`src/hw/clk_gate_pkg.sv`:
```
// Constants, register map and carrier types for the doze divider and module gating.
// Assumes one 50 MHz system clock and an APB master with 32-bit data.
package clk_gate_pkg;

    localparam int          ADDR_W       = 16;
    localparam int          DATA_W       = 32;
    localparam int          REG_W        = 16;
    localparam int          RATIO_W      = 3;
    localparam int          CNT_W        = 7;

    // Register indices; the byte address is four times the index
    localparam logic [15:0] IDX_CLOCK_DIVIDER_CONTROL   = 16'h0744;
    localparam logic [15:0] IDX_W1       = 16'h0760;
    localparam logic [15:0] IDX_W2       = 16'h0762;
    localparam logic [15:0] IDX_W3       = 16'h0764;
    localparam logic [15:0] IDX_W4       = 16'h0766;
    localparam logic [15:0] IDX_W6       = 16'h076A;
    localparam logic [15:0] IDX_W7       = 16'h076C;

    // Clock divider control field positions
    localparam int          ROI_BIT      = 15;
    localparam int          RATIO_HI     = 14;
    localparam int          RATIO_LO     = 12;
    localparam int          SLOW_BIT     = 11;

    // Implemented bits of each word; the rest read as zero
    localparam logic [15:0] MASK_CLOCK_DIVIDER_CONTROL  = 16'hF800;
    localparam logic [15:0] MASK_W1      = 16'hFFFF;
    localparam logic [15:0] MASK_W2      = 16'hFFFF;
    localparam logic [15:0] MASK_W3      = 16'hF7FF;
    localparam logic [15:0] MASK_W4      = 16'h002C;
    localparam logic [15:0] MASK_W6      = 16'h3F01;
    localparam logic [15:0] MASK_W7      = 16'h0018;
    localparam logic [15:0] RESET_WORD   = 16'h0000;
    localparam logic [2:0]  RATIO_1TO1   = 3'h0;

    typedef enum logic [2:0] {
        SEL_NONE, SEL_CLOCK_DIVIDER_CONTROL, SEL_W1, SEL_W2, SEL_W3, SEL_W4, SEL_W6, SEL_W7
    } sel_t;

    typedef struct packed {
        logic               recover_on_interrupt;
        logic [RATIO_W-1:0] doze_ratio;
        logic               slow_core_enable;
    } clock_divider_control_t;

    typedef struct packed {
        logic [REG_W-1:0] module_disable_word1;
        logic [REG_W-1:0] module_disable_word2;
        logic [REG_W-1:0] module_disable_word3;
        logic [REG_W-1:0] module_disable_word4;
        logic [REG_W-1:0] module_disable_word6;
        logic [REG_W-1:0] module_disable_word7;
    } module_off_t;

    typedef struct packed {
        logic [CNT_W-1:0]   cnt;
        logic [RATIO_W-1:0] ratio_act;
    } divider_state_t;

    typedef struct packed {
        clock_divider_control_t clock_divider_control;
        module_off_t            sw;
        module_off_t            live;
        logic [DATA_W-1:0]      rdata;
        logic                   rerr;
    } ctrl_state_t;

    function automatic logic [15:0] byte_addr(input logic [15:0] idx);
        return {idx[13:0], 2'b00};
    endfunction

    // Last count of a CPU cycle: ratio code r gives a period of 2**r system clocks
    function automatic logic [CNT_W-1:0] ratio_terminal(input logic [RATIO_W-1:0] r);
        return (7'h01 << r) - 7'h01;
    endfunction

endpackage

```
`src/hw/doze_divider.sv`:
```
// Doze divider: one-cycle CPU clock enable at a ratio of the system clock.
// Assumes the ratio and enable come from flip-flops in the same clock domain.
`timescale 1ns/1ns
module doze_divider (
    input  wire logic                               pclk,
    input  wire logic                               presetn,
    input  wire logic                               slow_core_enable,
    input  wire logic [clk_gate_pkg::RATIO_W-1:0]   doze_ratio,
    output logic                                    cpu_clk_en,
    output logic [clk_gate_pkg::RATIO_W-1:0]        ratio_act
);

    clk_gate_pkg::divider_state_t state_q;
    clk_gate_pkg::divider_state_t state_d;
    logic                         tick;

    always_comb begin
        state_d = state_q;
        tick    = (state_q.cnt == clk_gate_pkg::ratio_terminal(state_q.ratio_act));
        if (tick) begin
            // New ratio only at a CPU cycle boundary, so no short pulse reaches the core
            state_d.cnt       = '0;
            state_d.ratio_act = slow_core_enable ? doze_ratio
                                                 : clk_gate_pkg::RATIO_1TO1;
        end else begin
            state_d.cnt = state_q.cnt + 7'h01;
        end
    end

    always_ff @(posedge pclk or negedge presetn) begin
        if (!presetn) begin
            state_q <= '0;
        end else begin
            state_q <= state_d;
        end
    end

    // Enable derived from pclk, which also runs the peripherals at full rate, keeps both in lock step
    assign cpu_clk_en = tick;
    assign ratio_act  = state_q.ratio_act;
endmodule

```
`src/hw/doze_gating_ctrl.sv`:
```
// Doze control and per-peripheral clock disable words behind an APB slave.
// Assumes APB master and all gated modules run on pclk; peripherals use periph_clk_en.
`timescale 1ns/1ns
// Behaviour
// - System clock untouched in doze; peripherals stay at full rate, only CPU slows.
// - CPU enable derives from the same clock so both stay synchronized.
// - Doze happens only while the slow core enable bit 11 is set.
// - Ratio field bits 14:12 picks 1:1 to 1:128 in power-of-two steps.
// - Ratio field resets to 1:1.
// - With bit 15 set, an interrupt ends doze and restores full speed.
// - With bit 15 clear, interrupts leave doze and ratio alone.
// - Word1 gates timers five to one, encoder, PWM, codec, I2C, UARTs, SPI, CAN, ADC.
// - Word2 gates capture channels eight to one and compare channels eight to one.
// - Word3 gates timers nine to six and the further listed modules.
// - Word6 holds PWM generators six to one and third SPI; other bits read zero.
// - A set disable bit stops that module's clocks and register access.
// - A disable change takes effect after one instruction cycle.
module doze_gating_ctrl (
    input  wire logic                               pclk,
    input  wire logic                               presetn,
    input  wire logic                               psel,
    input  wire logic                               penable,
    input  wire logic                               pwrite,
    input  wire logic [clk_gate_pkg::ADDR_W-1:0]    paddr,
    input  wire logic [clk_gate_pkg::DATA_W-1:0]    pwdata,
    input  wire logic [3:0]                         pstrb,
    output logic [clk_gate_pkg::DATA_W-1:0]         prdata,
    output logic                                    pready,
    output logic                                    pslverr,
    input  wire logic                               irq_pending,
    output logic                                    cpu_clk_en,
    output logic                                    periph_clk_en,
    output logic                                    doze_active,
    output clk_gate_pkg::module_off_t               module_off,
    output clk_gate_pkg::module_off_t               module_clk_en
);

    clk_gate_pkg::ctrl_state_t  state_q;
    clk_gate_pkg::ctrl_state_t  state_d;
    clk_gate_pkg::sel_t         sel;
    logic                       setup_phase;
    logic                       wr_access;
    logic [clk_gate_pkg::RATIO_W-1:0] ratio_act;

    function automatic clk_gate_pkg::sel_t decode(input logic [15:0] a);
        unique case (a)
            clk_gate_pkg::byte_addr(clk_gate_pkg::IDX_CLOCK_DIVIDER_CONTROL): return clk_gate_pkg::SEL_CLOCK_DIVIDER_CONTROL;
            clk_gate_pkg::byte_addr(clk_gate_pkg::IDX_W1):     return clk_gate_pkg::SEL_W1;
            clk_gate_pkg::byte_addr(clk_gate_pkg::IDX_W2):     return clk_gate_pkg::SEL_W2;
            clk_gate_pkg::byte_addr(clk_gate_pkg::IDX_W3):     return clk_gate_pkg::SEL_W3;
            clk_gate_pkg::byte_addr(clk_gate_pkg::IDX_W4):     return clk_gate_pkg::SEL_W4;
            clk_gate_pkg::byte_addr(clk_gate_pkg::IDX_W6):     return clk_gate_pkg::SEL_W6;
            clk_gate_pkg::byte_addr(clk_gate_pkg::IDX_W7):     return clk_gate_pkg::SEL_W7;
            default:                                           return clk_gate_pkg::SEL_NONE;
        endcase
    endfunction

    // Byte lanes 0 and 1 only; the upper lanes have no storage
    function automatic logic [15:0] merge(input logic [15:0] old, input logic [31:0] wd,
                                          input logic [3:0] strb, input logic [15:0] mask);
        logic [15:0] v;
        v = old;
        if (strb[0]) begin
            v[7:0] = wd[7:0];
        end
        if (strb[1]) begin
            v[15:8] = wd[15:8];
        end
        return v & mask;
    endfunction

    function automatic logic [15:0] pack_clock_divider_control(input clk_gate_pkg::clock_divider_control_t c);
        logic [15:0] v;
        v = clk_gate_pkg::RESET_WORD;
        v[clk_gate_pkg::ROI_BIT]                         = c.recover_on_interrupt;
        v[clk_gate_pkg::RATIO_HI:clk_gate_pkg::RATIO_LO] = c.doze_ratio;
        v[clk_gate_pkg::SLOW_BIT]                        = c.slow_core_enable;
        return v;
    endfunction

    assign sel         = decode(paddr);
    assign setup_phase = psel && !penable;
    assign wr_access   = psel && penable && pwrite && (sel != clk_gate_pkg::SEL_NONE);

    always_comb begin
        logic [15:0] rd;
        logic [15:0] cw;
        rd      = clk_gate_pkg::RESET_WORD;
        cw      = clk_gate_pkg::RESET_WORD;
        state_d = state_q;

        // Read data captured in the setup cycle so prdata comes from a flip-flop
        if (setup_phase) begin
            unique case (sel)
                clk_gate_pkg::SEL_CLOCK_DIVIDER_CONTROL: rd = pack_clock_divider_control(state_q.clock_divider_control);
                clk_gate_pkg::SEL_W1:     rd = state_q.sw.module_disable_word1;
                clk_gate_pkg::SEL_W2:     rd = state_q.sw.module_disable_word2;
                clk_gate_pkg::SEL_W3:     rd = state_q.sw.module_disable_word3;
                clk_gate_pkg::SEL_W4:     rd = state_q.sw.module_disable_word4;
                clk_gate_pkg::SEL_W6:     rd = state_q.sw.module_disable_word6;
                clk_gate_pkg::SEL_W7:     rd = state_q.sw.module_disable_word7;
                clk_gate_pkg::SEL_NONE:   rd = clk_gate_pkg::RESET_WORD;
            endcase
            state_d.rdata = {16'h0000, rd};
            state_d.rerr  = (sel == clk_gate_pkg::SEL_NONE);
        end

        if (wr_access) begin
            unique case (sel)
                clk_gate_pkg::SEL_CLOCK_DIVIDER_CONTROL: begin
                    cw = merge(pack_clock_divider_control(state_q.clock_divider_control), pwdata, pstrb,
                               clk_gate_pkg::MASK_CLOCK_DIVIDER_CONTROL);
                    state_d.clock_divider_control.recover_on_interrupt =
                        cw[clk_gate_pkg::ROI_BIT];
                    state_d.clock_divider_control.doze_ratio =
                        cw[clk_gate_pkg::RATIO_HI:clk_gate_pkg::RATIO_LO];
                    state_d.clock_divider_control.slow_core_enable =
                        cw[clk_gate_pkg::SLOW_BIT];
                end
                clk_gate_pkg::SEL_W1: state_d.sw.module_disable_word1 =
                    merge(state_q.sw.module_disable_word1, pwdata, pstrb,
                          clk_gate_pkg::MASK_W1);
                clk_gate_pkg::SEL_W2: state_d.sw.module_disable_word2 =
                    merge(state_q.sw.module_disable_word2, pwdata, pstrb,
                          clk_gate_pkg::MASK_W2);
                clk_gate_pkg::SEL_W3: state_d.sw.module_disable_word3 =
                    merge(state_q.sw.module_disable_word3, pwdata, pstrb,
                          clk_gate_pkg::MASK_W3);
                clk_gate_pkg::SEL_W4: state_d.sw.module_disable_word4 =
                    merge(state_q.sw.module_disable_word4, pwdata, pstrb,
                          clk_gate_pkg::MASK_W4);
                clk_gate_pkg::SEL_W6: state_d.sw.module_disable_word6 =
                    merge(state_q.sw.module_disable_word6, pwdata, pstrb,
                          clk_gate_pkg::MASK_W6);
                clk_gate_pkg::SEL_W7: state_d.sw.module_disable_word7 =
                    merge(state_q.sw.module_disable_word7, pwdata, pstrb,
                          clk_gate_pkg::MASK_W7);
                clk_gate_pkg::SEL_NONE: begin
                end
            endcase
        end

        // Recovery beats a same-cycle write; full speed returns at the end of the CPU cycle in progress
        if (irq_pending && state_q.clock_divider_control.recover_on_interrupt) begin
            state_d.clock_divider_control.slow_core_enable = 1'b0;
        end

        // Gating follows the written words at the end of the current CPU cycle
        if (cpu_clk_en) begin
            state_d.live = state_d.sw;
        end
    end

    always_ff @(posedge pclk or negedge presetn) begin
        if (!presetn) begin
            state_q <= '0;
        end else begin
            state_q <= state_d;
        end
    end

    doze_divider u_divider (
        .pclk             (pclk),
        .presetn          (presetn),
        .slow_core_enable (state_q.clock_divider_control.slow_core_enable),
        .doze_ratio       (state_q.clock_divider_control.doze_ratio),
        .cpu_clk_en       (cpu_clk_en),
        .ratio_act        (ratio_act)
    );

    assign prdata        = state_q.rdata;
    assign pready        = 1'b1;
    assign pslverr       = psel && penable && state_q.rerr;
    // Peripherals never see doze; the system clock keeps its source and speed
    assign periph_clk_en = 1'b1;
    assign doze_active   = (ratio_act != clk_gate_pkg::RATIO_1TO1);
    assign module_off    = state_q.live;
    // A cleared enable stops the module's clock and blocks its register strobes
    assign module_clk_en = ~state_q.live;
endmodule

```
`config.mk`:
```
export PLATFORM = sky130hd
export DESIGN_NAME = doze_gating_ctrl
export DESIGN_NICKNAME = d
export VERILOG_FILES = /design/src/hw/clk_gate_pkg.sv /design/src/hw/doze_divider.sv /design/src/hw/doze_gating_ctrl.sv
export SDC_FILE = /design/constraint.sdc
export NUM_CORES = 1
export LEC_CHECK = 0
export ABC_AREA = 0
export BUFFER_PORTS_ARGS = -buffer_cell sky130_fd_sc_hd__buf_2
export CAP_MARGIN = 15
export CORE_UTILIZATION = 45
export DETAILED_ROUTE_END_ITERATION = 6
export PLACE_DENSITY = 0.75
export SETUP_SLACK_MARGIN = 0.05
export SYNTH_ARGS = -nofsm -noshare
export SYNTH_HDL_FRONTEND = slang
export SYNTH_SLANG_ARGS = --single-unit
```
`constraint.sdc`:
```
create_clock -name pclk -period 4.2 [get_ports pclk]
set_input_delay 0.21 -clock pclk [delete_from_list [all_inputs] [get_ports pclk]]
set_output_delay 0.21 -clock pclk [all_outputs]
set_load 0.05 [all_outputs]
```
==> results.yml, run 1 <==
outcome:
  outcome: "complete, no violations"
route:
  post_drt_via_cell_ratio: 5.019
  ant_nets: 0
  drt-total-wl_mm: 26.86
  first_pass_iters: 5
  via_count: 7493
  route.detailed.drc: 0
  drt_iter0_drc: 552
  avgRoutedWirePerCell_um: 17.99
die:
  rows: 56
  dieWidth_um: 156.3
  core_area_um2: 23400
  die_h_um: 156.3
  ios: 287
  die_area_um2: 24430
  start_util_pct: 45.79
clock_network:
  clk_latency_ns: 0.51
  cts_buffers: 24
  cts_sinks: 224
  cts_resized: 0
  cts.path.max_buffers: 3
  cts_tree: "done"
  root_buffer: "clkbuf_16"
  h-tree-depth: 1
  clkTransAtPathRegs_ns: 0.06
  hold_buffers: 5
  cts_setup_buffers: 0
timing:
  setup_tns_ns: 0
  period_share_pct: 89.08
  rsz0062_at_grt: "no"
  fin_crit_ns: 3.741
  hold_viol: 0
  worst_pin_slew_ns: 0.8339
  report.final.slew_viol_count: 0
  relSlewSlack_pct: 44.20
  fmax_mhz: 267.3
  skew_ns: 0.009585
  finalSetupViolations: 0
synthesis:
  synth.most_common_cell: "dfrtp_1"
  avgSynthCellArea_um2: 10.53
  syn_area_um2: 10720
  yosysSeqAreaShare_pct: 52.31
  synth_area_leaders: "dfrtp_1 52%, mux2_2 11%, buf_4 9.3%"
  synth_cell_types: 58
  async_flop_share_pct: 100.0
  synth-seq-cells: 224
  yosysWarnings: 0
  syn_inst: 1018
  synth_edf_count: 0
  synth_flop_cell: "dfrtp_1"
  synthTopCellsByCount: "224 x dfrtp_1, 133 x buf_4, 105 x mux2_2"
  synth_area_leader_cell: "dfrtp_1"
  synth_top_area_share_pct: 52.31
worst_setup_path:
  critPathLaunchType: "flip-flop"
  rrSetupSlack_ns: 0.73
  required_ns: 3.99
  cp_max_fo: 46
  regToRegEndpoint: "module_off[16]"
  cp.arrival_ns: 3.53
  critPathMaxStageDelay_ns: 0.49
  crit_type: "reg2out"
  reg2reg_from: "u_divider.ratio_act[2]"
  crit_chain: "or3_1, ha_1, or3b_2, a21oi_1, o21ai_0, a211o_1, inv_6, buf_2"
  cp_slowest_cell: "dfrtp_1"
  reg2reg_depth: 9
  worst_setup_path_end_kind: "primary output"
cells_and_area:
  layout.nets: 1213
  stdcell_count: 1493
  drive_gt1_share_pct: 36.67
  syn2layout_area_growth_pct: 15.49
min_path:
  hp-start: "pwdata[6]"
  hold_depth: 2
  hold_path_class: "in2reg"
  hold_path_end: "state_q[183]"
global_route:
  antenna_found_initial: 5
  grt_pass1_vias: 7084
  track_usage_pct: 21.86
  grt_max_degree: 109
  grt_pass1_wl_mm: 40.76
  overflow: 0
pwr:
  p_leak_nw: 6.039
  total_power_mw: 4.754
  power.density_nw_per_um2: 384.2
  peakVddDrop_mv: 0.2032
placement:
  portBuffers: 250
  dp_cells: 1441
  place_congestion: 0.8632
  dp_hpwl_mm: 19.32
job:
  drv_cap: 0
[per-stage QoR]
stage	util [%]	cell area [um2]	setup slack (ns)	hold slack (ns)
6_report	52.88	12380	0.4587	0.02308
2_1_floorplan	-	10780	0.4677	-0.08559
5_1_grt	52.87	12370	0.3053	0.009100
4_1_cts	52.84	12370	0.4449	0.005961
3_5_place_dp	48.93	11450	0.7555	0.3331
3_3_place_gp	48.93	11450	0.8024	0.3225
[sequential cells by signal, indices dropped and copies added (netlist names)]
register and count:
module_off 96, prdata 16, state_q 102, u_divider.ratio_act 3
u_divider.state_q 7
[metal layers]
layer  track usage, %  routed length, um
met1            30.99              12200
met2            34.48              12370
met3            3.489               1735
met4            6.489                544
met5                0                 12
[placed cells by master (no fill, tap or decap), drive strengths merged, types with 3 or more instances in the layout]
master / count
o22ai: 5
dlygate4sd3: 5
a32oi: 9
nand2: 74
or4b: 3
mux2: 105
dfrtp: 224
nand4: 3
diode: 4
nor3: 18
conb: 18
a22o: 3
nand2b: 5
a211oi: 4
and3: 8
nand3b: 3
inv: 99
nor4: 7
clkbuf: 33
nor2b: 15
a221o: 6
a21oi: 19
buf: 269
and2: 29
clkinv: 5
o21ai: 82
xor2: 8
a221oi: 12
bufinv: 5
nand3: 34
xnor2: 6
nor2: 29
[worst max-delay path, delay by kind of cell, from the launching register on]
kind | cells | cell delay [ns]
buffers and inverters | 2 | 0.70
AOI/OAI and AO/OA | 3 | 0.62
DFF | 1 | 0.49
and+or+nand+nor | 2 | 0.93
adders and majority gates | 1 | 0.28
[how the worst max path moves through the flow]
| stage | start | end |
|---|---|---|
| 4_1_cts | u_divider.ratio_act[2] | cpu_clk_en |
| 5_1_grt | u_divider.ratio_act[2] | cpu_clk_en |
| 6_report | u_divider.ratio_act[2] | cpu_clk_en |
| 2_1_floorplan | u_divider.ratio_act[2] | module_off[85] |
| 3_5_place_dp | u_divider.ratio_act[2] | module_off[68] |
| 3_3_place_gp | u_divider.ratio_act[2] | module_off[68] |
[power breakdown]
part           switching (mW)  internal, mW  leakage (nW)
Combinational           0.219        0.0595          2.52
Clock                   0.844          1.45         0.426
Sequential            0.00909          2.18          3.10
[cell families (layout without fill, tap and decap cells)]
family | after synthesis | in the layout | synth area share [%]
flops | 224 | 224 | 52.31
other cells | 2 | 22 | 0.07009
buf+inv | 280 | 416 | 14.61
compound gates | 150 | 150 | 8.769
mux | 106 | 106 | 11.13
simple gates | 240 | 240 | 11.74
fa+ha+maj | 2 | 2 | 0.2335
xor+xnor | 14 | 14 | 1.144
[cell type report]
class	count	area [um2]
well taps	319	399.1
repair buffers	274	1491
multi-input cells	530	3628
inverters	99	376.6
flip-flops and latches	224	5605
fillers	2079	11030
diodes	4	10.01
clock inverters	10	178.9
clock buffers	33	685.7
(Power assumes the default switching activity.)
==> inputs of run 2 (changes only) <==
ABC_AREA = 1   (was 0)
PLACE_DENSITY = 0.74   (was 0.75)
==> run 2 against run 1 <==
Against the previous run:
- clock skew is 0.0033 ns higher
- sequential share of layout area decreased by 3.4 points
- clock power rose by 2%
- combinational power shrank 39%
- sequential power is essentially flat
- routed wire length increased by 17%
- cell count rose by 40%
- global-route usage grew 1.5 points
- critical path depth increased by 2
- core utilization is 1.3 points lower
- critical endpoint unchanged
- largest cell class unchanged
==> results.yml, run 2 <==
outcome:
  outcome: "complete, no violations"
cells_and_area:
  layout.nets: 1794
  syn2layout_area_growth_pct: 12.87
  fin_area_um2: 13370
  final_common_cell: "nand2_1"
  final_cell_mix: "639 x nand2_1, 249 x buf_2, 224 x dfrtp_1"
  regMostFlops: "state_q"
  diodes: 0
  utilization_pct: 51.61
  drive_gt1_share_pct: 18.40
  largest_register_ff_count: 102
job:
  drv_cap: 0
synthesis:
  syn_inst: 1618
  synth-adder-area-share_pct: 0.2112
  syn_area_um2: 11850
  synthMuxAreaShare_pct: 0
  synth_top_area_share_pct: 47.31
  synth_area_leaders: "dfrtp_1 47%, nand2_1 20%, buf_4 8.4%"
  async_flop_share_pct: 100.0
  synth_edf_count: 0
  avgSynthCellArea_um2: 7.322
  synth_area_leader_cell: "dfrtp_1"
  synth-compound-area-share_pct: 9.410
  synth-seq-cells: 224
  yosysSeqAreaShare_pct: 47.31
  synthTopCellsByCount: "639 x nand2_1, 224 x dfrtp_1, 222 x inv_1"
  synth_top_family_by_area: "simple AND/OR/NAND/NOR gates"
  synth_cell_types: 32
  synth_flop_cell: "dfrtp_1"
  yosysWarnings: 0
  synth-xor-area-share_pct: 0.8871
  synth.most_common_cell: "nand2_1"
  synth_simple_gate_area_share_pct: 23.97
route:
  ant_nets: 0
  avgRoutedWirePerCell_um: 15.11
  drt_iter0_drc: 811
  drt-total-wl_mm: 31.50
  first_pass_iters: 5
  post_drt_via_cell_ratio: 4.935
  via_count: 10290
  route.detailed.drc: 0
die:
  ios: 287
  core_area_um2: 25910
  start_util_pct: 45.72
  die_h_um: 164.3
  rows: 59
  dieWidth_um: 164.3
  die_area_um2: 26980
worst_setup_path:
  required_ns: 3.99
  cp.arrival_ns: 2.97
  worst_setup_path_end_kind: "primary output"
  critPathLaunchType: "flip-flop"
  crit_type: "reg2out"
  cp_max_fo: 117
global_route:
  track_usage_pct: 23.33
  use_met3_pct: 2.500
  grt_max_degree: 122
  grt_pass1_vias: 9165
  use_met2_pct: 36.40
  grt.busiest_layer: "met2"
  overflow: 0
  met1_usage_pct: 33.15
  grt_pass1_wl_mm: 48.98
  antenna_found_initial: 0
clock_network:
  cts.path.max_buffers: 3
  clkTransAtPathRegs_ns: 0.06
  h-tree-depth: 1
  cts_sinks: 224
  root_buffer: "clkbuf_16"
  cts_resized: 0
  cts_setup_buffers: 0
  cts_buffers: 23
  cts_tree: "done"
  clk_latency_ns: 0.52
placement:
  portBuffers: 250
  placed_area_um2: 12460
  dp_hpwl_mm: 21.29
  place_congestion: 0.8897
pwr:
  p_leak_nw: 7.586
  peakVddDrop_mv: 0.2693
  power.density_nw_per_um2: 348.0
timing:
  hold_viol: 0
  rsz0062_at_grt: "no"
  relSlewSlack_pct: 27.85
  period_share_pct: 75.79
  fin_crit_ns: 3.183
  fmax_mhz: 314.2
  skew_ns: 0.01291
  report.final.slew_viol_count: 0
  finalSetupViolations: 0
  worst_pin_slew_ns: 1.076
  setup_tns_ns: 0
min_path:
  hold_path_class: "in2reg"
[run 2: changes by cell type after synthesis, sizes merged, moves of 9 or more]
cell | previous run | this run
o21ai | 82 | 137
mux2 | 105 | 0
buf | 149 | 160
nor2b | 15 | 0
inv | 99 | 231
and2 | 29 | 0
nor3 | 18 | 3
o22ai | 5 | 28
a221oi | 12 | 0
nand3 | 34 | 19
a32oi | 9 | 0
nor2 | 29 | 62
nand2 | 74 | 642
a21oi | 19 | 44
[run 2: logic make-up after synthesis]
kind of cell / count (synthesis)
AND/OR/NAND/NOR: 736
adder cells (fa/ha/maj): 2
AO/OA/AOI/OAI: 212
buffers and inverters: 430
flip-flops: 224
XOR/XNOR: 12
other: 2
[run 2: what timing repair did]
item                                    in CTS  in global routing
hold endpoints to repair                   123                  0
endpoints found under the setup margin       0                  0
hold buffers                                 5                  0
[run 2: final timing paths]
kind                                         from        endpoint  slack [ns]  depth (start not counted)
max                        u_divider.ratio_act[2]      cpu_clk_en        1.02                         10
min                                   irq_pending    state_q[225]        0.11                          5
max reg2reg                u_divider.ratio_act[2]  module_off[57]        1.38                         14
min reg2reg                            prdata[11]      prdata[11]        0.48                          2
max in group asynchronous                 presetn    state_q[218]        2.70                          3
min in group asynchronous                 presetn  module_off[72]        0.37                          2
[run 2: critical path, stage by stage (launching register included)]
cell	delay (ns)
dfrtp_1	0.45
nor2_1	0.16
nand2_1	0.11
ha_1	0.24
xnor2_1	0.15
xnor2_1	0.12
nor3_1	0.17
nand2_1	0.12
nor2_4	0.13
buf_12	0.41
buf_2	0.36
[run 2: per-layer routing]
layer	share of wire, %	routed length [um]
met3	7.5	2354
met4	3.4	1080
met5	0	0
met1	44	13800
met2	45	14260
[run 2: where the power goes]
group	internal, mW	total, mW	switching, mW
Combinational	0.0319	0.169	0.137
Clock	1.44	2.33	0.881
Sequential	2.16	2.16	0.00137
Total	3.63	4.65	1.02
[run 2: stage by stage]
step           hold slack, ns  cells  power, mW  worst slack [ns]
2_1_floorplan        -0.08559   1634      2.291             1.366
3_3_place_gp           0.3771   2039      2.364             1.183
3_5_place_dp           0.3790   2039      2.366             1.190
4_1_cts               0.08858   2085      4.683            0.9733
5_1_grt                0.1764   2085      4.802            0.7968
6_report               0.1083   2085      4.653             1.017
[run 2: cell type report]
cell class | instances | area (um2)
Sequential cell | 224 | 5605
Clock inverter | 13 | 225.2
Timing Repair Buffer | 268 | 1446
Multi-Input combinational cell | 980 | 4153
Fill cell | 2474 | 12540
Clock buffer | 28 | 634.4
Tap cell | 335 | 419.2
Inverter | 237 | 889.6
==> inputs of run 3 (changes only) <==
clock period = 3.3 ns   (was 4.2 ns; I/O delays follow)
==> run 3 against run 2 <==
Against the previous run:
- non-clock buffer count increased by 5
- routed wire length is 2.2% lower
- final area about the same
- core utilization about the same
- critical path depth did not move
- flip-flop and latch count stayed put
- global-route usage down 0.58 points
- worst setup slack lost 0.73 ns
- first-iteration DRC count fell by 6.3%
- sequential share of layout area is essentially flat
- critical path type unchanged
==> results.yml, run 3 (synthesis results as in run 2) <==
placement:
  dp_cells: 2044
  portBuffers: 250
  dpl_worst_slack_ns: 0.7391
  dp_hpwl_mm: 21.63
  place_congestion: 0.8740
cells_and_area:
  final_common_cell: "nand2_1"
  final_cell_mix: "639 x nand2_1, 249 x buf_2, 224 x dfrtp_1"
  multi_input_area_um2: 4153
  largest_register_ff_count: 102
  layout.nets: 1800
  regArea_um2: 5605
  stdcell_count: 2093
  syn2layout_area_growth_pct: 12.91
  drive_gt1_share_pct: 18.67
  regMostFlops: "state_q"
  fillers: 2476
die:
  dieWidth_um: 164.3
  start_util_pct: 45.72
  ios: 287
  rows: 59
  die_h_um: 164.3
  core_area_um2: 25910
  die_area_um2: 26980
worst_setup_path:
  worst_setup_path_end_kind: "primary output"
  cp_slowest_cell: "dfrtp_1"
  required_ns: 3.13
  cp_max_fo: 35
  critPathLaunchType: "flip-flop"
  crit_type: "reg2out"
  cp.arrival_ns: 2.85
  crit_chain: "nor2_1, nand2_1, ha_1, xor2_1, nand3_1, nor3_1, nand2_1, nor2_4, buf_6, buf_2"
  crit_top_cell: "nand2_1"
  critPathMaxStageDelay_ns: 0.45
route:
  avgRoutedWirePerCell_um: 14.72
  route.detailed.drc: 0
  ant_nets: 0
  drt-met1-wl_mm: 14.03
  drt-total-wl_mm: 30.80
  drt_iter0_drc: 760
  wl_met3_mm: 1.799
  post_drt_via_cell_ratio: 4.849
  maxUsedRoutingLayer: "met4"
  wl_met2_mm: 14.12
  via_count: 10150
  first_pass_iters: 5
timing:
  worst_pin_slew_ns: 0.8676
  report.final.slew_viol_count: 0
  period_share_pct: 91.23
  fin_crit_ns: 3.011
  setup_tns_ns: 0
  finalSetupViolations: 0
  setup_ws_ns: 0.2893
  fmax_mhz: 332.1
  rsz0062_at_grt: "no"
  relSlewSlack_pct: 42.16
  skew_ns: 0.01462
  hold_viol: 0
global_route:
  overflow: 0
  grt_max_degree: 109
  antenna_found_initial: 1
  grt_pass1_wl_mm: 48.07
  grt_pass1_vias: 9209
  track_usage_pct: 22.75
pwr:
  p_leak_nw: 7.592
  peakVddDrop_mv: 0.3096
  total_power_mw: 5.730
  power.density_nw_per_um2: 428.4
clock_network:
  cts_sinks: 224
  clk_latency_ns: 0.54
  cts_buffers: 24
  root_buffer: "clkbuf_16"
  cts_tree: "done"
  cts.path.max_buffers: 3
  clkTransAtPathRegs_ns: 0.07
  h-tree-depth: 1
min_path:
  hold_path_class: "in2reg"
outcome:
  outcome: "complete, no violations"
job:
  drv_cap: 0
[run 3: cell count changes in the layout (fill, tap and decap cells not counted), sizes merged]
cell and change:
diode +1, inv +1, buf +5, clkinvlp +1, clkinv +3, bufinv -4
clkbuf +1
[run 3: repair_timing]
item,in CTS,in global routing
hold buffers,5,0
buffers inserted,0,0
endpoints found under the hold margin,109,0
gates resized for setup,0,1
setup endpoints to repair,0,1
[run 3: worst paths after layout]
check                      slack (ns)                    from  cells after the start             end
hold / removal                   0.06             irq_pending                      5    state_q[225]
setup reg to reg                 0.79  u_divider.ratio_act[2]                     14  module_off[60]
setup / recovery                 0.29  u_divider.ratio_act[2]                     10      cpu_clk_en
max in group asynchronous        2.08                 presetn                      3  module_off[17]
hold reg to reg                  0.48               prdata[5]                      2       prdata[5]
min in group asynchronous        0.27                 presetn                      2    state_q[200]
[run 3: cell type report]
| type | instances | area share, % |
|---|---|---|
| clock inverter | 14 | 1.179 |
| clock buffer | 29 | 4.855 |
| tap | 335 | 3.133 |
| antenna | 1 | 0.01871 |
| multi-input combinational | 980 | 31.04 |
| sequential | 224 | 41.90 |
| timing repair buffer | 273 | 11.22 |
| inverter | 237 | 6.650 |
[run 3: per-stage QoR]
step | utilization, % | instance area [um2] | hold slack (ns)
2_1_floorplan | - | 11910 | -0.1306
3_3_place_gp | 48.29 | 12510 | 0.2795
3_5_place_dp | 48.29 | 12510 | 0.2770
4_1_cts | 51.60 | 13370 | 0.03942
5_1_grt | 51.62 | 13380 | 0.1498
6_report | 51.62 | 13380 | 0.05554
[run 3: routing by layer]
layer,vias up,GRT usage (%)
met5,-,0
met2,343,36.52
li1,4999,-
met3,62,2.374
met4,0,7.449
met1,4745,32.16
[run 3: critical path, delay by kind of cell, from the launching register on]
kind	cells	cell delay, ns
DFF	1	0.45
adders and majority gates	1	0.31
xor gates and xnor gates	1	0.15
buffers and inverters	2	0.60
and+or+nand+nor	6	0.80
[run 3: report_power, final]
part | switching, mW | internal [mW] | total, mW
clock | 1.19 | 1.58 | 2.77
sequential | 0.00160 | 2.75 | 2.75
combinational | 0.175 | 0.0415 | 0.216
